<file path="config.mk">
export PLATFORM = sky130hd
export DESIGN_NAME = buck_boost_ch2_config
export DESIGN_NICKNAME = d
export VERILOG_FILES = /design/src/rtl/ch2_cfg_pkg.sv /design/src/rtl/vsel_if.sv /design/src/rtl/ch2_vsel_map.sv /design/src/rtl/buck_boost_ch2_config.sv
export SDC_FILE = /design/constraint.sdc
export NUM_CORES = 1
export LEC_CHECK = 0
export ABC_AREA = 1
export BUFFER_PORTS_ARGS = -buffer_cell sky130_fd_sc_hd__buf_2
export CAP_MARGIN = 10
export CORE_ASPECT_RATIO = 0.6
export CORE_MARGIN = 8
export CORE_UTILIZATION = 55
export CTS_CLUSTER_SIZE = 14
export DETAILED_ROUTE_END_ITERATION = 8
export GPL_TIMING_DRIVEN = 0
export PLACE_DENSITY = 0.78
export SLEW_MARGIN = 25
export SYNTH_ARGS = -nofsm -noshare
export SYNTH_HDL_FRONTEND = slang
export SYNTH_SLANG_ARGS = --single-unit
</file>
<file path="constraint.sdc">
create_clock -name clk -period 2 [get_ports clk]
set_clock_uncertainty 0.15 [all_clocks]
set_input_delay 0.1 -clock clk [delete_from_list [all_inputs] [get_ports clk]]
set_output_delay 0.1 -clock clk [all_outputs]
set_load 0.05 [all_outputs]
</file>
<file path="src/rtl/ch2_cfg_pkg.sv">
// Constants and types shared by the channel 2 configuration block
package ch2_cfg_pkg;
  // Register map of the serial port
  localparam logic [7:0]  CH2_EN_DIS_ADDR  = 8'h2E;   // channel2_enable_discharge
  localparam int          ADE_POS          = 3;       // Active discharge enable bit
  localparam int          EN_MSB           = 2;       // Enable field high bit
  localparam int          EN_LSB           = 0;       // Enable field low bit
  localparam logic [3:0]  BLANK_READ       = 4'h0;    // Unimplemented bits 7:4 read value
  localparam logic [3:0]  CFG_RST          = 4'h0;    // Flop value before the defaults load
  localparam logic [7:0]  UNMAPPED_READ    = 8'h00;   // Answer for other register offsets
  localparam logic [3:0]  BITS_PER_BYTE    = 4'h8;
  // Enable field mode prefixes (bits 2:1)
  localparam logic [1:0]  EN_FORCE_OFF     = 2'h2;
  localparam logic [1:0]  EN_FORCE_ON      = 2'h3;
  // Target voltage transfer functions, millivolts
  localparam logic [12:0] LOW_BASE_MV      = 13'h0320;  // 800 mV at code zero
  localparam logic [12:0] HIGH_BASE_MV     = 13'h0960;  // 2400 mV at code zero
  localparam logic [12:0] STEP_MV          = 13'h0032;  // 50 mV per code
  localparam logic [5:0]  HIGH_MAX_CODE    = 6'h39;     // Last legal code, high variant

  typedef enum logic [6:0] {
    ST_IDLE     = 7'b0000001,
    ST_ADDR     = 7'b0000010,
    ST_ADDR_ACK = 7'b0000100,
    ST_RX       = 7'b0001000,
    ST_RX_ACK   = 7'b0010000,
    ST_TX       = 7'b0100000,
    ST_TX_ACK   = 7'b1000000
  } ser_state_t;

  // Output millivolts for a code on either variant
  function automatic logic [12:0] code_to_mv(input logic [5:0] code, input logic high_var);
    logic [12:0] base;
    base = high_var ? HIGH_BASE_MV : LOW_BASE_MV;
    return 13'(base + 13'(13'(code) * STEP_MV));
  endfunction : code_to_mv
endpackage : ch2_cfg_pkg

</file>
<file path="src/rtl/vsel_if.sv">
// Carrier between the configuration top and the voltage code mapper
`timescale 1ns/1ps
`default_nettype none
interface vsel_if;
  logic [5:0]  code;          // Target voltage code
  logic        high_variant;  // Higher voltage variant selected
  logic [12:0] mv;            // Mapped output in millivolts
  logic        reserved;      // Code is reserved on this variant
  modport user   (output code, output high_variant, input mv, input reserved);
  modport mapper (input code, input high_variant, output mv, output reserved);
endinterface : vsel_if
`default_nettype wire

</file>
<file path="src/rtl/ch2_vsel_map.sv">
// Target voltage code to millivolt mapping for both device variants
`timescale 1ns/1ps
`default_nettype none
module ch2_vsel_map
  import ch2_cfg_pkg::*;
(
  vsel_if.mapper vs  // Code in, millivolts out
);
  // Linear on both variants; high variant tops out early
  assign vs.mv       = code_to_mv(vs.code, vs.high_variant);
  assign vs.reserved = vs.high_variant && (vs.code > HIGH_MAX_CODE);
endmodule : ch2_vsel_map
`default_nettype wire

</file>
<file path="src/rtl/buck_boost_ch2_config.sv">
// Channel 2 enable, discharge and target voltage configuration behind the serial register port
`timescale 1ns/1ps
`default_nettype none
// Notes on behaviour
// - On the lower-voltage variant the code maps to 0.80 V plus 50 mV per step, 3.95 V at all ones.
// - On the higher-voltage variant the code maps to 2.40 V plus 50 mV per step, 5.25 V at 0x39.
// - Bits 7 to 4 of the enable register do not exist; software writes zero and reads mean nothing.
// - Bit 3 set puts the discharge resistor on the output while the channel is off; clear, never.
// - Enable codes 000 to 011 make the channel follow power sequencer slot 0 to 3.
// - Enable codes 100 and 101 hold the channel off whatever the sequencer does.
// - Enable codes 110 and 111 turn the channel on whenever the on/off controller is in an on state.
module buck_boost_ch2_config
  import ch2_cfg_pkg::*;
#(
  parameter logic [6:0] SLAVE_ADDR = 7'h2A  // Serial address; value is arbitrary
) (
  input  wire logic        clk,                       // 100 MHz clock
  input  wire logic        arst_n,                    // Async reset, active low
  input  wire logic        scl,                       // Serial clock pin
  input  wire logic        sda_in,                    // Serial data pin level
  output var  logic        sda_out,                   // Serial data drive value, always low
  output var  logic        sda_oe,                    // Pull serial data low
  input  wire logic        system_reset_event,        // One-cycle system reset pulse
  input  wire logic [3:0]  otp_ch2_defaults,          // Factory defaults for bits 3:0
  input  wire logic        high_voltage_variant,      // Variant strap pin
  input  wire logic [5:0]  ch2_target_voltage_code,   // Target code from config logic
  input  wire logic [3:0]  power_sequencer_slot_on,   // Per-slot on state of sequencer
  input  wire logic        onoff_ctrl_on,             // Controller in software-on or controller-on
  output var  logic        ch2_on,                    // Channel regulating
  output var  logic        ch2_discharge_on,          // Discharge resistor switched in
  output var  logic [12:0] ch2_target_mv,             // Target output in millivolts
  output var  logic        ch2_code_reserved,         // Reserved code programmed
  output var  logic        ch2_active_discharge_en,   // Register bit 3
  output var  logic [2:0]  ch2_enable_ctrl            // Register bits 2:0
);
  // Pin synchronisers; first stages are read by the second only
  logic scl_meta, scl_s, scl_d, sda_meta, sda_s, sda_d, var_meta, var_s;
  always_ff @(posedge clk or negedge arst_n) begin
    if (!arst_n) begin
      {scl_meta, scl_s, scl_d} <= 3'h7;
      {sda_meta, sda_s, sda_d} <= 3'h7;
      {var_meta, var_s}        <= 2'h0;
    end else begin
      {scl_meta, scl_s, scl_d} <= {scl, scl_meta, scl_s};
      {sda_meta, sda_s, sda_d} <= {sda_in, sda_meta, sda_s};
      {var_meta, var_s}        <= {high_voltage_variant, var_meta};
    end
  end

  // Bus events from the synchronised levels
  wire scl_rise = scl_s && !scl_d;
  wire scl_fall = !scl_s && scl_d;
  wire start_ev = scl_s && scl_d && !sda_s && sda_d;
  wire stop_ev  = scl_s && scl_d && sda_s && !sda_d;

  ser_state_t state;
  logic [3:0] bitcnt;
  logic [7:0] shreg, tx_sh, ptr;
  logic       first;
  logic       otp_loaded;

  // Decoding of the serial engine
  wire       byte_done  = scl_fall && (bitcnt == BITS_PER_BYTE);
  wire       addr_match = (shreg[7:1] == SLAVE_ADDR);
  wire       ptr_hit    = (ptr == CH2_EN_DIS_ADDR);
  wire       wr_strobe  = (state == ST_RX) && byte_done && !first && ptr_hit;
  wire [7:0] rd_byte    = ptr_hit ? {BLANK_READ, ch2_active_discharge_en, ch2_enable_ctrl}
                                  : UNMAPPED_READ;

  // Serial slave engine; start and stop override any state so a broken frame recovers
  always_ff @(posedge clk or negedge arst_n) begin
    if (!arst_n) begin
      state  <= ST_IDLE;
      bitcnt <= 4'h0;
      shreg  <= 8'h00;
      tx_sh  <= 8'h00;
      ptr    <= 8'h00;
      first  <= 1'b0;
      sda_oe <= 1'b0;
    end else if (start_ev) begin
      state  <= ST_ADDR;
      bitcnt <= 4'h0;
      sda_oe <= 1'b0;
    end else if (stop_ev) begin
      state  <= ST_IDLE;
      sda_oe <= 1'b0;
    end else begin
      case (state)
        ST_ADDR, ST_RX: begin
          if (scl_rise) begin
            shreg  <= {shreg[6:0], sda_s};
            bitcnt <= 4'(bitcnt + 4'h1);
          end else if (byte_done) begin
            if (state == ST_ADDR && !addr_match) begin
              state <= ST_IDLE;
            end else begin
              state  <= (state == ST_ADDR) ? ST_ADDR_ACK : ST_RX_ACK;
              sda_oe <= 1'b1;
            end
            if (state == ST_RX && first) begin
              ptr <= shreg;
            end
            if (state == ST_RX) begin
              first <= 1'b0;
            end
          end
        end
        ST_ADDR_ACK: begin
          if (scl_fall) begin
            bitcnt <= 4'h0;
            if (shreg[0]) begin
              state  <= ST_TX;
              tx_sh  <= rd_byte;
              sda_oe <= ~rd_byte[7];
            end else begin
              state  <= ST_RX;
              first  <= 1'b1;
              sda_oe <= 1'b0;
            end
          end
        end
        ST_RX_ACK: begin
          if (scl_fall) begin
            state  <= ST_RX;
            bitcnt <= 4'h0;
            sda_oe <= 1'b0;
          end
        end
        ST_TX: begin
          if (scl_rise) begin
            tx_sh  <= {tx_sh[6:0], 1'b0};
            bitcnt <= 4'(bitcnt + 4'h1);
          end else if (byte_done) begin
            state  <= ST_TX_ACK;
            sda_oe <= 1'b0;
          end else if (scl_fall) begin
            sda_oe <= ~tx_sh[7];
          end
        end
        ST_TX_ACK: begin
          if (scl_rise && sda_s) begin
            state <= ST_IDLE;  // Master NACK ends the read
          end else if (scl_fall) begin
            state  <= ST_TX;
            bitcnt <= 4'h0;
            tx_sh  <= rd_byte;
            sda_oe <= ~rd_byte[7];
          end
        end
        default: begin
          state  <= ST_IDLE;
          sda_oe <= 1'b0;
        end
      endcase
    end
  end

  // Open drain: the level driven is always low, only the enable moves
  always_ff @(posedge clk or negedge arst_n) begin
    if (!arst_n) sda_out <= 1'b0;
    else         sda_out <= 1'b0;
  end

  // Defaults cannot be taken under async reset, so they load on the first edge after release
  wire load_otp = system_reset_event || !otp_loaded;

  always_ff @(posedge clk or negedge arst_n) begin
    if (!arst_n) begin
      otp_loaded              <= 1'b0;
      ch2_active_discharge_en <= CFG_RST[ADE_POS];
      ch2_enable_ctrl         <= CFG_RST[EN_MSB:EN_LSB];
    end else if (load_otp) begin
      otp_loaded              <= 1'b1;
      ch2_active_discharge_en <= otp_ch2_defaults[ADE_POS];
      ch2_enable_ctrl         <= otp_ch2_defaults[EN_MSB:EN_LSB];
    end else if (wr_strobe) begin
      // Upper bits of the written byte have no storage and are dropped
      ch2_active_discharge_en <= shreg[ADE_POS];
      ch2_enable_ctrl         <= shreg[EN_MSB:EN_LSB];
    end
  end

  // Channel on/off decision from the enable field
  wire slot_mode    = !ch2_enable_ctrl[EN_MSB];
  wire slot_state   = power_sequencer_slot_on[ch2_enable_ctrl[EN_MSB-1:EN_LSB]];
  wire forced_on    = (ch2_enable_ctrl[EN_MSB:EN_LSB+1] == EN_FORCE_ON) && onoff_ctrl_on;
  wire next_on      = slot_mode ? slot_state : forced_on;
  wire next_dischg  = ch2_active_discharge_en && !next_on;

  // Voltage mapping through the small mapper
  vsel_if vs ();
  assign vs.code         = ch2_target_voltage_code;
  assign vs.high_variant = var_s;
  ch2_vsel_map u_map (
    .vs (vs.mapper)
  );

  // Registered channel outputs
  always_ff @(posedge clk or negedge arst_n) begin
    if (!arst_n) begin
      ch2_on            <= 1'b0;
      ch2_discharge_on  <= 1'b0;
      ch2_target_mv     <= LOW_BASE_MV;
      ch2_code_reserved <= 1'b0;
    end else begin
      ch2_on            <= next_on;
      ch2_discharge_on  <= next_dischg;
      ch2_target_mv     <= vs.mv;
      ch2_code_reserved <= vs.reserved;
    end
  end

  // Reject addresses in the reserved low group
  if (SLAVE_ADDR < 7'h08) begin : g_addr_chk
    $error("SLAVE_ADDR falls in the reserved address group");
  end
endmodule : buck_boost_ch2_config
`default_nettype wire

</file>
==> results.md, run 1 <==
- Outcome: finished with violations
- Failing checks: setup timing
- Post-synthesis sequential area ratio: 0.419
- Initial antenna violation count: 0
- WL final: approximately 10,000 µm
- Drt first pass iters: 5
- I/O pin count: 43
- Average routed wire per standard cell: 16.1 µm
- Starting Density: 0.576
- CTS Buffer Depth: 2
- Worst IR Drop VDD: just over 900 µV
- Multi-input gate area: 0.00235 mm²
- RSZ-0062 raised after global routing: yes
- Mapped Avg Cell Area: 8.32 µm²
- PortBufs: 40
- Die area: approximately 0.01 mm²
- HP Class: in -> reg
- Nets: 601
- Critical setup path kind: in -> reg
- Layout Cells excl Fill: 639
- Vias/cell: 5.47
- Flip-flop and latch area: 0.00164 mm²
- Area growth syn-to-layout: 32.0%
- Detailed Place HPWL: 7130 µm
- Num Clock Sinks: 65
- Hold Crit Depth: 5
- Leakage: 0.00256 µW
- Max Fclk: 416 MHz
- Initial DRC count: 279
- Setup violators final: 5
- # Max-Cap Violations: 0
- CP max FO: 4
- Clock Latency Late Sink: between 0.3 and 0.4 ns
- Tcrit/Tclk final: 1.20
- Crit. End Element: flip-flop
- Placed cell count: approximately 600
- Filler instances: 448
- Clock transition at the registers of the reported paths: 0.06 ns
- Horiz. Die Dim: around 120 µm
- ANT cells: 0
- Grt ovf: 0
- Synth Warn #: 0
- Yosys reg bits: between 60 and 70
- DRT antenna net count: 0
- Vias in the first global route: 3,307
- Core footprint: just under 0.007 mm²
- Yosys cell types: 38
- Worst Setup Start Kind: input port
- CTS tree: yes
- Root buffer cell: clkbuf_16
- GR Util All Layers: 0.204
- H-tree levels: 3
- First-pass GRT wire length: 16,200 µm
- Worst Slack Setup Final: -0.407 ns
- Minimum clock period: 2.41 ns
- Total CTS buffers: 9
- Worst EP required: between 2 and 2.5 ns
- Die height: 81.3 µm
- Power Dens Cells: 834 mW/mm²
- Final total negative setup slack: -1.40 ns
- R2r worst-path depth: 9
- Hold Fails Final Rpt: 0
- Syn Inst Count: 470
- # DRC: 0
- CP arrival: approximately 2.5 ns
- Proportion of layout cells with a drive suffix above 1: 0.295
- Post-Syn Area: around 0.0039 mm²
- Pins Over Slew Limit: 0
- Via count: 3,494
- GPL Wtd Cong: 0.898
- Largest net degree at the start of global routing: 34
- Row count: 23
sequential cells by signal (all words and copies together), names as in the netlist, 3 cells and up:
register and count:
ptr 8, ch2_target_mv 12, bitcnt 4, shreg 8, tx_sh 8, ch2_enable_ctrl 3, state 7
per-layer routing:
layer,GRT usage,routed length [µm]
met2,0.324,4690
met5,0,0
met4,0.0869,261
met3,0.0647,690
met1,0.256,4640
layout by cell type (no fill, tap or decap), drive strengths merged:
master,Yosys,final
clkinv,2,5
a21o,1,1
nand2,141,141
dlygate4sd3,0,16
nand3b,8,8
clkbuf,0,10
fa,2,2
bufinv,0,1
xor2,6,6
a211oi,1,1
dfstp,10,10
dfrtp,55,55
ha,31,31
o21ai,27,27
nand4,5,5
nor2,44,44
xnor2,4,4
buf,6,54
or2,2,2
a21boi,1,1
conb,2,3
clkinvlp,0,3
nand3,49,49
and3,1,1
nor3,4,4
a21oi,11,11
inv,57,57
report_power, final:
part | internal (µW) | total [µW] | leakage, µW | switching (µW)
Sequential | 1440 | 1490 | 0.000839 | 53.6
Clock | 961 | 1570 | 0.000137 | 612
Combinational | 441 | 1240 | 0.00158 | 797
Total | 2840 | 4310 | 0.00256 | 1460
cell type report:
cell class | instances | share of cell area
clock buffers | 9 | 0.0436
inverters | 59 | 0.0463
flip-flops and latches | 65 | 0.317
clock inverters | 7 | 0.0138
multi-input cells | 341 | 0.456
repair buffers | 65 | 0.0936
plain buffers | 6 | 0.00848
well taps | 87 | 0.0211
synthesized netlist by cell type (all sizes together):
cell | instances | area, µm²
a21oi | 11 | 70.1
a21boi | 1 | 7.51
nor2 | 44 | 264
a21o | 1 | 7.51
dfrtp | 55 | 1380
ha | 31 | 388
or2 | 2 | 12.5
and3 | 1 | 6.26
xor2 | 6 | 52.6
o21ai | 27 | 135
a211oi | 1 | 7.51
buf | 6 | 41.3
conb | 2 | 7.51
nand3 | 49 | 270
xnor2 | 4 | 35.0
fa | 2 | 40.0
nand3b | 8 | 60.1
nand4 | 5 | 37.5
inv | 57 | 216
nor3 | 4 | 20.0
dfstp | 10 | 263
clkinv | 2 | 7.51
nand2 | 141 | 584
cells by family after synthesis:
| group | count (synthesis) | share of synthesized area |
|---|---|---|
| buffers and inverters | 65 | 0.0678 |
| AO/OA/AOI/OAI | 41 | 0.0582 |
| XOR/XNOR | 10 | 0.0224 |
| adder cells (fa/ha/maj) | 33 | 0.109 |
| flip-flops | 65 | 0.419 |
| AND/OR/NAND/NOR | 254 | 0.321 |
| other | 2 | 0.00192 |
worst max-delay path: stages:
cell and delay [ns]:
buf_12 0.10, inv_12 0.03, ha_4 0.24, ha_4 0.24
ha_4 0.16, fa_2 0.40, nand3_2 0.09, nand2_2 0.06
a21o_1 0.17, a21oi_2 0.19, xor2_2 0.27, ha_4 0.26
nand3b_1 0.15, nand2_1 0.07
final timing paths:
path / endpoint / slack [ns] / startpoint
worst max register to register: state[1]$_DFFE_PN0P_ / 0.10 / scl_s$_DFF_PN1_
min in group asynchronous: ch2_target_mv[7]$_DFF_PN0_ / 0.09 / arst_n
worst max-delay path: ch2_target_mv[11]$_DFF_PN0_ / -0.41 / ch2_target_voltage_code[1]
worst min register to register: var_s$_DFF_PN0_ / 0.20 / var_meta$_DFF_PN0_
max in group asynchronous: ch2_target_mv[5]$_DFF_PN1_ / 1.04 / arst_n
worst min-delay path: ch2_on$_DFF_PN0_ / 0.04 / power_sequencer_slot_on[0]
metrics by stage:
| stage | power (µW) | hold slack (ns) | worst slack, ns | instance area, µm² | utilization |
|---|---|---|---|---|---|
| 6_report | 4310 | 0.0430 | -0.407 | 5160 | 0.760 |
| 3_3_place_gp | 2560 | 0.0549 | -0.826 | 4450 | 0.655 |
| 5_1_grt | 4470 | 0.0937 | -0.520 | 5160 | 0.760 |
| 3_5_place_dp | 2620 | -0.0758 | -0.931 | 4470 | 0.659 |
| 4_1_cts | 4280 | 0.0336 | -0.366 | 5040 | 0.743 |
| 2_1_floorplan | 2330 | -0.346 | -0.392 | 4140 | - |
repair_timing:
action	CTS	global route
resized for setup	15	19
pin swaps	8	9
hold buffers	16	0
buffers inserted	4	4
gates cloned	0	0
setup endpoints to repair	7	35
hold endpoints to repair	78	0
(Power assumes the default switching activity.)
==> run 2: changes to the inputs <==
clock period = 2.25 ns   (was 2 ns; I/O delays follow)
==> results.md, run 2 (same netlist as run 1, synthesis figures left out) <==
- Cell Area, Placed: 0.00447 mm²
- Horiz. Die Dim: 125 µm
- Average routed wire per standard cell: 16.1 µm
- Most flop-heavy register: ch2_target_mv
- HP Class: in -> reg
- Root buffer cell: clkbuf_16
- Crit. End Element: flip-flop
- GR Util All Layers: 0.202
- Commonest non-fill, non-tap cell in the layout: nand2_1
- Worst IR Drop VDD: between 600 and 700 µV
- Initial antenna violation count: 0
- Starting Density: 0.576
- Commonest cells after routing, fill and taps aside: nand2_1, dfrtp_1, nand3_1
- Drt first pass iters: 6
- Row count: 23
- Reg2Reg Capture Point: ptr[6]$_DFFE_PN0P_
- Design Area, Final: just over 0.005 mm²
- Num Clock Sinks: between 60 and 70
- Die area: 0.0102 mm²
- # DRC: 0
- Clock transition at the registers of the reported paths: roughly 0.050 ns
- Critical setup path kind: in -> reg
- Hold Path End: ch2_active_discharge_en$_DFFE_PN0P_
- Power Dens Cells: 762 mW/mm²
- Final total negative setup slack: -0.599 ns
- Vias/cell: between 5 and 6
- Worst Setup SP: ch2_target_voltage_code[1]
- Hold Crit Depth: 5
- H-tree levels: 3
- Core footprint: 0.00679 mm²
- Worst Setup Start Kind: input port
- Largest net degree at the start of global routing: 35
- Nets: 597
- Detailed Place HPWL: 6950 µm
- First-pass GRT wire length: between 15,000 and 20,000 µm
- R2r worst-path depth: 8
- Vias in the first global route: 3,438
- CP arrival: roughly 2.6 ns
- Filler instances: between 400 and 500
- Pins Over Slew Limit: 0
- Minimum clock period: approximately 2.5 ns
- Via count: 3,463
- Area growth syn-to-layout: 30.5%
- WL final: 10,200 µm
- Initial DRC count: 366
- Proportion of layout cells with a drive suffix above 1: 0.290
- Hold Fails Final Rpt: 0
- Outcome: finished with violations
- Hold_sp: otp_ch2_defaults[3]
- Worst reg2reg setup slack: between 0.2 and 0.25 ns
- CTS Buffer Depth: 2
- Total power: 3890 µW
- CTS tree: yes
- Max reg flops: 12
- Worst EP required: 2.37 ns
- Total CTS buffers: 9
- Leakage: 0.00254 µW
- Worst R2R Start: scl_d$_DFF_PN1_
- Failing checks: setup timing
- Max Fclk: 402 MHz
- Tcrit/Tclk final: 1.11
- Worst Slack Setup Final: -0.236 ns
- Setup violators final: 4
- CP max FO: 4
- Grt ovf: 0
- DRT antenna net count: 0
- RSZ-0062 raised after global routing: yes
- ANT cells: 0
- PortBufs: 40
- I/O pin count: 43
- Clock Latency Late Sink: 0.33 ns
- GPL Wtd Cong: slightly below 0.9
- # Max-Cap Violations: 0
- Die height: just over 80 µm
run 2: repair_timing:
| action | 4_1_cts | 5_1_grt |
|---|---|---|
| hold buffers | 13 | 0 |
| endpoints found under the setup margin | 4 | 5 |
| gates resized for setup | 12 | 18 |
| pin swaps | 9 | 12 |
| buffers inserted | 4 | 4 |
| hold endpoints to repair | 77 | 0 |
run 2: layer usage:
metal	vias up	track usage	part of all wire
met5	-	0	0
met4	0	0.0808	0.029
met3	28	0.0660	0.070
met2	152	0.327	0.46
met1	1630	0.250	0.44
li1	1653	-	-
run 2: worst max-delay path: stages:
cell	delay, ns
buf_12	0.11
inv_12	0.03
ha_4	0.24
ha_4	0.24
ha_4	0.17
fa_2	0.41
nand3_2	0.10
nand2_2	0.08
a21o_1	0.17
a21oi_2	0.14
xor2_1	0.22
ha_1	0.30
nand3b_1	0.17
nand2_1	0.08
run 2: per-stage QoR:
| step | utilization | setup WS, ns | hold slack, ns | std cells |
|---|---|---|---|---|
| 2_1_floorplan | - | -0.154 | -0.333 | 471 |
| 3_3_place_gp | 0.655 | -0.583 | 0.0674 | 598 |
| 3_5_place_dp | 0.659 | -0.629 | -0.0725 | 599 |
| 4_1_cts | 0.736 | -0.183 | 0.000226 | 632 |
| 5_1_grt | 0.751 | -0.306 | 0.0381 | 635 |
| 6_report | 0.751 | -0.236 | 0.00413 | 635 |
run 2: layout make-up:
cell class | instances | area (µm²) | share of cell area
Inverter | 59 | 239 | 0.0468
Buffer | 6 | 41.3 | 0.00809
Multi-Input combinational cell | 341 | 2330 | 0.457
Sequential cell | 65 | 1640 | 0.321
Clock inverter | 4 | 52.6 | 0.0103
Tap cell | 87 | 109 | 0.0213
Timing Repair Buffer | 61 | 445 | 0.0873
Clock buffer | 12 | 246 | 0.0483
run 2: worst max-delay path by stage:
stage	to	slack (ns)
finish	ch2_target_mv[11]$_DFF_PN0_	-0.24
global route	ch2_target_mv[11]$_DFF_PN0_	-0.31
CTS	ch2_target_mv[11]$_DFF_PN0_	-0.18
detailed placement	ch2_target_mv[11]$_DFF_PN0_	-0.63
global placement	ch2_target_mv[11]$_DFF_PN0_	-0.58
floorplan	ch2_target_mv[11]$_DFF_PN0_	-0.15
run 2: report_power, final:
group	internal (µW)	leakage [µW]	switching [µW]
combinational	436	0.00155	738
sequential	1280	0.000839	40.8
clock	889	0.000147	502
